## src/rtl/qp_defs.svh

```systemverilog
`ifndef QP_DEFS_SVH
`define QP_DEFS_SVH

// clock and glitch timing
`define QP_CLK_NS 25
`define QP_DIP_NS 200
`define QP_DIP_CYC ((`QP_DIP_NS + `QP_CLK_NS - 1) / `QP_CLK_NS)

// register map
`define QP_NUM_WIPERS 4
`define QP_ADDR_WIPER_0 5'h00
`define QP_ADDR_WIPER_1 5'h01
`define QP_ADDR_WIPER_2 5'h02
`define QP_ADDR_WIPER_3 5'h03
`define QP_ADDR_ACR 5'h10
`define QP_WIPER_RST 8'h40
`define QP_ACR_RST 8'h40
`define QP_ACR_SHUTDOWN_N_BIT_BIT 6
`define QP_ACR_OD_BIT 1

// instruction byte
`define QP_OP_NOP 3'h0
`define QP_OP_RD_ACR 3'h1
`define QP_OP_WR_ACR 3'h3
`define QP_OP_RD_REG 3'h4
`define QP_OP_WR_REG 3'h6
`define QP_RD_MARK 3'h7
`define QP_WORD_LAST 4'hf

`endif

```

## src/rtl/qp_pkg.sv

```systemverilog
package qp_pkg;

  typedef enum logic [1:0] {
    QP_ST_WAIT,
    QP_ST_IDLE,
    QP_ST_FRAME
  } qp_state_e;

  typedef logic [7:0] qp_byte_t;

  typedef struct packed {
    qp_state_e state;
    logic sck_m;
    logic sck_s;
    logic sck_d;
    logic cs_m;
    logic cs_s;
    logic cs_d;
    logic sdi_m;
    logic sdi_s;
    logic dip_m;
    logic dip_s;
    logic [3:0] bcnt;
    logic got_word;
    logic [15:0] sh;
    logic sdo;
    logic acr_od;
    logic acr_shutdown_n_bit_n;
    logic [3:0] dip_cnt;
  } qp_core_s;

  typedef struct packed {
    logic [3:0][7:0] pos;
  } qp_bank_s;

endpackage

```

## src/rtl/qp_spi_slave.sv

```systemverilog
// Behaviour
// - mode 0 slave only, chip select framed
// - sample data on clock rise, select low
// - shift data out on clock fall
// - most significant bit first, both directions
// - instruction byte: opcode high, address low
// - addresses 0-3 wipers, 10h access control
// - 8-bit wiper register sets tap position
// - power-up loads every wiper with 40h
// - wipers writable and readable over serial
// - control bit 1 selects open-drain output
// - control bit 6 low means shutdown
// - shutdown keeps wiper values unchanged
// - supply dip in shutdown resets wipers
// - select high: standby, output released
// - first select fall needed after reset
// - writes execute on select rising edge
// - opcode set: nop, control, register access
// - read returns marker byte then data byte
// - read reply preceded by 111 and address
`timescale 1ns/10ps
`include "qp_defs.svh"

module qp_spi_slave import qp_pkg::*; (
  input wire logic clk_sys,
  input wire logic rst,
  input wire logic sck,
  input wire logic cs_n,
  input wire logic sdi,
  input wire logic supply_low,
  output logic sdo_o,
  output logic sdo_oe,
  output logic shutdown_n,
  output logic [7:0] wiper_pos_0,
  output logic [7:0] wiper_pos_1,
  output logic [7:0] wiper_pos_2,
  output logic [7:0] wiper_pos_3
);

  qp_core_s st_r;
  qp_core_s st_nxt;
  logic sck_rise;
  logic sck_fall;
  logic cs_fall;
  logic cs_rise;
  logic in_frame;
  logic [15:0] shifted;
  logic [16:0] rd_new;
  logic [16:0] rd_end;
  logic [7:0] acr_val;
  logic [3:0][7:0] wp;
  logic wr_en;
  logic [1:0] wr_idx;
  logic [7:0] wr_data;
  logic mid_rst;

  // edges come from the second and third sync stages only
  assign sck_rise = st_r.sck_s & ~st_r.sck_d;
  assign sck_fall = ~st_r.sck_s & st_r.sck_d;
  assign cs_fall = ~st_r.cs_s & st_r.cs_d;
  assign cs_rise = st_r.cs_s & ~st_r.cs_d;
  assign in_frame = st_r.state == QP_ST_FRAME;

  assign wp[0] = wiper_pos_0;
  assign wp[1] = wiper_pos_1;
  assign wp[2] = wiper_pos_2;
  assign wp[3] = wiper_pos_3;

  always_comb begin
    acr_val = 8'h00;
    acr_val[`QP_ACR_SHUTDOWN_N_BIT_BIT] = st_r.acr_shutdown_n_bit_n;
    acr_val[`QP_ACR_OD_BIT] = st_r.acr_od;
  end

  // returns {hit, 111b, address, data} for a read word
  function automatic logic [16:0] read_resp(input logic [15:0] w);
    logic [2:0] op;
    logic [4:0] a;
    logic [7:0] v;
    logic hit;
    op = w[15:13];
    a = w[12:8];
    v = 8'h00;
    hit = 1'b0;
    if (op == `QP_OP_RD_ACR) begin
      hit = 1'b1;
      a = `QP_ADDR_ACR;
      v = acr_val;
    end else if (op == `QP_OP_RD_REG) begin
      if (a == `QP_ADDR_ACR) begin
        hit = 1'b1;
        v = acr_val;
      end else if (a <= `QP_ADDR_WIPER_3) begin
        hit = 1'b1;
        v = wp[a[1:0]];
      end
    end
    return {hit, `QP_RD_MARK, a, v};
  endfunction

  assign shifted = {st_r.sh[14:0], st_r.sdi_s};
  assign rd_new = read_resp(shifted);
  assign rd_end = read_resp(st_r.sh);

  always_comb begin
    st_nxt = st_r;
    wr_en = 1'b0;
    wr_idx = 2'h0;
    wr_data = 8'h00;
    mid_rst = 1'b0;
    // two flops on every pin before any logic
    st_nxt.sck_m = sck;
    st_nxt.sck_s = st_r.sck_m;
    st_nxt.sck_d = st_r.sck_s;
    st_nxt.cs_m = cs_n;
    st_nxt.cs_s = st_r.cs_m;
    st_nxt.cs_d = st_r.cs_s;
    st_nxt.sdi_m = sdi;
    st_nxt.sdi_s = st_r.sdi_m;
    st_nxt.dip_m = supply_low;
    st_nxt.dip_s = st_r.dip_m;

    unique case (st_r.state)
      QP_ST_WAIT, QP_ST_IDLE: begin
        if (cs_fall) begin
          st_nxt.state = QP_ST_FRAME;
          st_nxt.bcnt = 4'h0;
          st_nxt.got_word = 1'b0;
          st_nxt.sdo = st_r.sh[15];
        end
      end
      QP_ST_FRAME: begin
        if (cs_rise) begin
          st_nxt.state = QP_ST_IDLE;
          // write only on a whole word ending on a byte boundary
          if (st_r.got_word && st_r.bcnt[2:0] == 3'h0) begin
            if (st_r.sh[15:13] == `QP_OP_WR_ACR ||
                (st_r.sh[15:13] == `QP_OP_WR_REG &&
                 st_r.sh[12:8] == `QP_ADDR_ACR)) begin
              st_nxt.acr_shutdown_n_bit_n = st_r.sh[`QP_ACR_SHUTDOWN_N_BIT_BIT];
              st_nxt.acr_od = st_r.sh[`QP_ACR_OD_BIT];
            end else if (st_r.sh[15:13] == `QP_OP_WR_REG &&
                         st_r.sh[12:8] <= `QP_ADDR_WIPER_3) begin
              wr_en = 1'b1;
              wr_idx = st_r.sh[9:8];
              wr_data = st_r.sh[7:0];
            end else if (rd_end[16]) begin
              // chained read: reply waits for the next frame
              st_nxt.sh = rd_end[15:0];
            end
            // anything else is dropped untouched
          end
        end else if (sck_rise) begin
          st_nxt.bcnt = st_r.bcnt + 4'h1;
          if (st_r.bcnt == `QP_WORD_LAST) begin
            st_nxt.got_word = 1'b1;
            if (rd_new[16]) begin
              st_nxt.sh = rd_new[15:0];
            end else begin
              st_nxt.sh = shifted;
            end
          end else begin
            st_nxt.sh = shifted;
          end
        end else if (sck_fall) begin
          st_nxt.sdo = st_r.sh[15];
        end
      end
    endcase

    // supply dip filter, armed only in shutdown
    if (st_r.dip_s && !st_r.acr_shutdown_n_bit_n) begin
      if (st_r.dip_cnt != 4'(`QP_DIP_CYC)) begin
        st_nxt.dip_cnt = st_r.dip_cnt + 4'h1;
      end
      if (st_r.dip_cnt == 4'(`QP_DIP_CYC - 1)) begin
        mid_rst = 1'b1;
      end
    end else begin
      st_nxt.dip_cnt = 4'h0;
    end
  end

  always_ff @(posedge clk_sys) begin
    if (rst) begin
      st_r <= '0;
      st_r.state <= QP_ST_WAIT;
      // select syncs clear: a select held low over reset shows no fall
      st_r.acr_shutdown_n_bit_n <= 1'(`QP_ACR_RST >> `QP_ACR_SHUTDOWN_N_BIT_BIT);
      st_r.acr_od <= 1'b0;
    end else begin
      st_r <= st_nxt;
    end
  end

  qp_wiper_bank u_bank (
    .clk_sys(clk_sys),
    .rst(rst),
    .mid_rst(mid_rst),
    .wr_en(wr_en),
    .wr_idx(wr_idx),
    .wr_data(wr_data),
    .pos_0(wiper_pos_0),
    .pos_1(wiper_pos_1),
    .pos_2(wiper_pos_2),
    .pos_3(wiper_pos_3)
  );

  // open drain never drives high; push-pull drives both levels
  assign sdo_o = st_r.acr_od ? 1'b0 : st_r.sdo;
  assign sdo_oe = in_frame && (!st_r.acr_od || !st_r.sdo);
  // shutdown only switches the array; wiper values stay put
  assign shutdown_n = st_r.acr_shutdown_n_bit_n;
endmodule // qp_spi_slave

```

## src/rtl/qp_wiper_bank.sv

```systemverilog
`timescale 1ns/10ps
`include "qp_defs.svh"

module qp_wiper_bank import qp_pkg::*; (
  input wire logic clk_sys,
  input wire logic rst,
  input wire logic mid_rst,
  input wire logic wr_en,
  input wire logic [1:0] wr_idx,
  input wire logic [7:0] wr_data,
  output logic [7:0] pos_0,
  output logic [7:0] pos_1,
  output logic [7:0] pos_2,
  output logic [7:0] pos_3
);

  qp_bank_s st_r;
  qp_bank_s st_nxt;
  logic [3:0][7:0] pos_all;

  always_comb begin
    st_nxt = st_r;
    for (int i = 0; i < `QP_NUM_WIPERS; i++) begin
      if (mid_rst) begin
        st_nxt.pos[i] = `QP_WIPER_RST;
      end else if (wr_en && wr_idx == 2'(i)) begin
        st_nxt.pos[i] = wr_data;
      end
    end
  end

  always_ff @(posedge clk_sys) begin
    if (rst) begin
      st_r <= {`QP_NUM_WIPERS{`QP_WIPER_RST}};
    end else begin
      st_r <= st_nxt;
    end
  end

  // one register per potentiometer, read straight from the flops
  genvar g;
  generate
    for (g = 0; g < `QP_NUM_WIPERS; g++) begin : g_pos
      assign pos_all[g] = st_r.pos[g];
    end
  endgenerate

  assign pos_0 = pos_all[0];
  assign pos_1 = pos_all[1];
  assign pos_2 = pos_all[2];
  assign pos_3 = pos_all[3];
endmodule // qp_wiper_bank

```

## config.mk

```make
export PLATFORM = sky130hd
export DESIGN_NAME = qp_spi_slave
export DESIGN_NICKNAME = d
export VERILOG_FILES = /design/src/rtl/qp_pkg.sv /design/src/rtl/qp_spi_slave.sv /design/src/rtl/qp_wiper_bank.sv
export VERILOG_INCLUDE_DIRS = /design/src /design/src/rtl
export SDC_FILE = /design/constraint.sdc
export NUM_CORES = 1
export LEC_CHECK = 0
export BUFFER_PORTS_ARGS = -buffer_cell sky130_fd_sc_hd__buf_2
export CAP_MARGIN = 20
export CORE_MARGIN = 3
export CORE_UTILIZATION = 30
export CTS_BUF_LIST = sky130_fd_sc_hd__clkbuf_8
export DETAILED_ROUTE_END_ITERATION = 7
export GPL_TIMING_DRIVEN = 0
export PLACE_DENSITY = 0.45
export SKIP_CTS_REPAIR_TIMING = 1
export SYNTH_ARGS = -nofsm -noshare
export SYNTH_HDL_FRONTEND = slang
export SYNTH_SLANG_ARGS = --single-unit
```

## constraint.sdc

```tcl
create_clock -name clk_sys -period 2.8 [get_ports clk_sys]
set_input_delay 0 -clock clk_sys [delete_from_list [all_inputs] [get_ports clk_sys]]
set_output_delay 0 -clock clk_sys [all_outputs]
set_load 0.05 [all_outputs]
```

==> metrics, run 1 <==
post-synthesis cell count 369; Core ar. 11600 sq um; Worst Hold Class in -> reg; CP startpoint kind flop; worst slew pin tran 0.769 ns; largest family of logic cells by synthesized area simple AND/OR/NAND/NOR gates; clock latency on the worst-skew pair 0.36 ns; Static Leak 1.56 nW; Clock Tree Root clkbuf_8; Met3 Routed Length 561 um; routed vias/inst 5.28; Mapped Area 3630 sq um; adder-cell area share of the yosys netlist 1.38%; Wirelength per Cell roughly 18 um; #FFs+latches synth 72; Starting DRT DRC Count about 180; clk sinks 72; DP HPWL 7.17 mm; antenna cells 0; Tcrit/Tclk final between 80% and 90%; max_cap viols 0; # nets final 434; status complete, no violations; most frequent cells in the layout 72 x dfxtp_1, 61 x nor2_1, 46 x buf_2; WP data arrival around 2.6 ns; Synth Area in Compound Gates 13.3%; Worst IR Drop VDD approximately 0.00026 V; highest metal used met4; largest net degree at the start of global routing 13; share of layout cells above drive strength 1 22.8%; Slew Viols, Final 0; max_slew headroom 48.7%; worst hold path depth 3; Final Critical Period 2.35 ns; number of fill cells roughly 1200; Final Util 37.0%; Critical Path Fanout Max 10; post-synthesis mux area share 18.5%; critical path type reg -> reg; reg-to-reg slack, setup approximately 0.45 ns; DIE HEIGHT 116 um; count of buffers from port buffering 40; antenna violations before repair 0; register area 1440 sq um; xor/xnor share of the synthesized area 0.964%; gpl congestion 0.867; Post-synth EDFFs 0; die area 13500 sq um; Setup crit end kind flop; simple-gate share of the synthesized area about a fifth; setup violators final 0; multi-input logic area between 1500 and 2000 sq um; gr ovfl total 0; Clock Path Buffers 2; commonest non-fill, non-tap cell in the layout dfxtp_1; IO Count 41; pwr/cell area 495 nW/um^2; Worst R2R Start shifted[10]; ys flop type dfxtp_1; Remaining DRCs 0; Layout Skew 0.0116 ns; reg-to-reg endpoint u_bank.pos_3[6]; Worst-path clk slew 0.08 ns; Hold EP u_bank.pos_0[6]; post-route ant nets 0; vias in the first global route 2943; DRT Pass-1 Iters 4; # rows 39; Fin. Hold Viols 0; die width 116 um; Starting Density 31.3%; min-delay src rst; Avg Inst Size Synth 9.85 sq um; total CTS buffers 9; Post-synth ARST share 0%; via count 3021; RSZ-0062 raised after global routing no; WL met2 4.81 mm; area grow syn2layout 18.3%; # H-tree levels 3; post-synthesis sequential area ratio 39.7%; Mapped Nets 379; gr usage total roughly 16%; M1 WL 4.69 mm; first-pass GRT wire length around 17 mm; Netlist cell types 55; setup TNS 0 ns; YS warnings 0; fmax ~430 MHz; DRT Wirelength 10.2 mm; CTS tree yes; cells on worst reg2reg path 3; CP required 3.06 ns
==> sequential cells by signal, indices dropped and copies added, names as in the netlist <==
name	cells
shifted	16
st_r	16
u_bank.pos_0	8
u_bank.pos_1	8
u_bank.pos_2	8
u_bank.pos_3	8
st_nxt	6
acr_val	1
shutdown_n	1
==> Yosys cell counts, types with 2 or more instances <==
master	n	share of area [%]
mux4_2	16	9.9
nor2b_1	15	2.6
dfxtp_1	72	40
nand2_1	5	0.52
a21oi_1	9	1.2
a41oi_1	2	0.48
o211ai_1	2	0.41
o21ai_0	17	2.3
xor2_1	2	0.48
o21a_1	7	1.4
a22oi_1	2	0.41
nand3_1	9	1.2
xnor2_1	2	0.48
nand2b_1	9	1.5
a31oi_1	2	0.34
inv_1	16	1.7
buf_6	2	0.62
clkbuf_1	13	1.3
o22ai_1	2	0.34
a211oi_1	4	0.83
nor2_1	61	6.3
buf_4	4	0.83
a211o_1	5	1.2
nor4b_4	2	1.3
o32ai_1	2	0.48
nor4b_1	7	1.7
buf_2	6	0.83
ha_1	4	1.4
mux2i_1	30	8.3
a311oi_1	7	1.7
and3_1	3	0.52
nand4_1	7	1.2
==> per-layer routing <==
| metal | global-route usage (%) | vias up |
|---|---|---|
| li1 | - | 1457 |
| met1 | 21.9 | 1471 |
| met2 | 26.1 | 80 |
| met3 | 4.33 | 13 |
| met4 | 4.33 | 0 |
| met5 | 0 | - |
==> cell families after synthesis <==
| logic type | Yosys count |
|---|---|
| AO/OA/AOI/OAI | 69 |
| XOR/XNOR | 4 |
| adder cells (fa/ha/maj) | 4 |
| buffers and inverters | 42 |
| flip-flops | 72 |
| multiplexers | 47 |
| AND/OR/NAND/NOR | 131 |
==> through the flow <==
stage | total power, mW | instances | hold WS [ns] | setup WS (ns) | area [sq um]
finish | 2.13 | 572 | 0.0597 | 0.449 | 4300
global route | 2.21 | 572 | 0.0845 | 0.352 | 4300
CTS | 2.15 | 568 | -0.157 | 0.430 | 4260
detailed placement | 1.13 | 552 | 0.212 | 0.462 | 4010
global placement | 1.13 | 552 | 0.217 | 0.436 | 4010
floorplan | 1.10 | 369 | 0.128 | 0.860 | 3630
==> worst max-delay path, cell delays in order (launching register included) <==
cell      delay, ns
dfxtp_1        0.52
clkbuf_1       0.63
nand4_2        0.64
a211o_1        0.45
==> worst max path at each step <==
stage / startpoint / endpoint / slack [ns] / cells past startpoint
floorplan: st_r[38] / u_bank.pos_2[6] / 0.86 / 7
global placement: shifted[10] / u_bank.pos_3[6] / 0.44 / 3
detailed placement: shifted[10] / u_bank.pos_3[6] / 0.46 / 3
CTS: shifted[10] / u_bank.pos_3[6] / 0.43 / 3
global route: st_r[24] / shifted[3] / 0.35 / 6
finish: shifted[10] / u_bank.pos_3[6] / 0.45 / 3
==> power breakdown <==
part           internal (mW)  leakage [nW]  switching, mW  total, mW
clock network          0.613         0.128          0.408       1.02
logic                 0.0259         0.854         0.0457     0.0716
registers               1.03         0.582        0.00455       1.04
total                   1.67          1.56          0.458       2.13
==> area by class of cell <==
type,count,share of cell area (%)
Sequential cell,72,33.5
Tap cell,143,4.16
Buffer,26,3.26
Inverter,16,1.40
Timing Repair Buffer,44,5.59
Clock inverter,6,2.50
Multi-Input combinational cell,255,46.4
Clock buffer,10,3.20
Note: power is estimated with default switching activity, not from simulation.
==> run 2: changes to the inputs <==
PLACE_DENSITY = 0.47   (was 0.45)
clock period = 1.92 ns   (was 2.8 ns; I/O delays follow)
==> run 2 against run 1 <==
  * The run now ends with negative setup slack left
  * Count of clock-buffer cells in the layout is 3 higher
  * Via count is 1.8% higher
  * Critical path depth is 4 higher
  * Largest cell class unchanged
==> metrics, run 2 (synthesis results as in run 1) <==
status finished with violations; failing checks negative setup slack; Place WS -0.384 ns; RSZ-0062 raised after global routing yes; Setup WS post-layout -0.156 ns; CP required 2.18 ns; count of buffers from port buffering 40; Fin. Hold Viols 0; share of layout cells above drive strength 1 31.8%; total CTS buffers 9; Layout Skew about 0.010 ns; # H-tree levels 3; largest net degree at the start of global routing 12; worst slew pin tran approximately 0.68 ns; clock latency on the worst-skew pair 0.36 ns; Static Leak 1.70 nW; critical path type reg -> reg; routed vias/inst around 5.2; vias in the first global route 2991; Tcrit/Tclk final 108%; DRT Pass-1 Iters 4; placed cells 552; max_cap viols 0; clk sinks 72; Clock Tree Root clkbuf_8; DRT Wirelength 10.6 mm; gr usage total approximately 16%; overall power 2.92 mW; CTS tree yes; die width 116 um; fmax ~480 MHz; Starting Density around 31%; Remaining DRCs 0; Starting DRT DRC Count 158; pwr/cell area 630 nW/um^2; Clock Path Buffers 2; Wirelength per Cell 18.0 um; number of fill cells approximately 1200; DIE HEIGHT between 100 and 150 um; DP HPWL 7.14 mm; gr ovfl total 0; Worst-path clk slew 0.08 ns; antenna cells 0; Setup crit end kind flop; register area 1450 sq um; die area 13500 sq um; post-route ant nets 0; most frequent cells in the layout 65 x dfxtp_1, 59 x nor2_1, 40 x buf_2; setup violators final 21; first-pass GRT wire length about 16 mm; Worst Hold Class in -> reg; Core ar. around 12000 sq um; IO Count 41; # nets final 452; area grow syn2layout 27.5%; commonest non-fill, non-tap cell in the layout dfxtp_1; CP startpoint kind flop; Critical Path Fanout Max 6; Final Util 39.9%; Slew Viols, Final 0; antenna violations before repair 0; WP data arrival 2.33 ns; gpl congestion 0.875; max_slew headroom approximately 55%; via count slightly above 3000; Post-Layout Cell Count 590; Worst IR Drop VDD 0.000416 V; multi-input logic area 2100 sq um; # rows 39; Final Critical Period between 2 and 2.5 ns
-- run 2: stage by stage --
step | setup TNS [ns] | hold slack, ns | area (sq um)
3_5_place_dp | -7.76 | 0.223 | 4020
4_1_cts | -8.95 | -0.152 | 4240
3_3_place_gp | -7.71 | 0.217 | 4020
6_report | -1.99 | 0.0663 | 4640
2_1_floorplan | -0.0122 | 0.128 | 3640
5_1_grt | -4.67 | 0.103 | 4640
-- run 2: report_power, final --
| part | switching [mW] | leakage, nW | total [mW] | internal, mW |
|---|---|---|---|---|
| clock | 0.563 | 0.117 | 1.30 | 0.736 |
| sequential | 0.00670 | 0.586 | 1.51 | 1.50 |
| combinational | 0.0708 | 1.00 | 0.113 | 0.0423 |
-- run 2: path summary, 6_finish.rpt --
| path | cells past startpoint | endpoint | slack, ns | startpoint |
|---|---|---|---|---|
| max | 7 | shifted[3] | -0.16 | st_nxt[32] |
| min | 3 | u_bank.pos_3[6] | 0.07 | rst |
| max reg2reg | 7 | shifted[3] | -0.16 | st_nxt[32] |
| min reg2reg | 1 | shifted[0] | 0.45 | st_nxt[30] |
-- run 2: layout make-up --
| type | count | share of cell area [%] |
|---|---|---|
| plain buffers | 25 | 4.24 |
| multi-input cells | 255 | 45.3 |
| repair buffers | 63 | 9.23 |
| well taps | 143 | 3.86 |
| flip-flops and latches | 72 | 31.3 |
| clock inverters | 3 | 0.837 |
| clock buffers | 13 | 3.86 |
| inverters | 16 | 1.30 |
-- run 2: worst max-delay path, stage by stage, from the launching register on --
cell	delay, ns
dfxtp_2	0.33
or2b_4	0.29
or4_4	0.52
buf_4	0.17
o22ai_4	0.20
buf_6	0.17
nor2_1	0.04
a311oi_1	0.25
-- run 2: metal layers --
| metal | routed length [um] | GRT usage [%] | vias up |
|---|---|---|---|
| met4 | 88 | 3.79 | 0 |
| li1 | - | - | 1483 |
| met2 | 4950 | 25.8 | 73 |
| met5 | 0 | 0 | - |
| met3 | 552 | 4.65 | 7 |
| met1 | 5030 | 20.9 | 1512 |
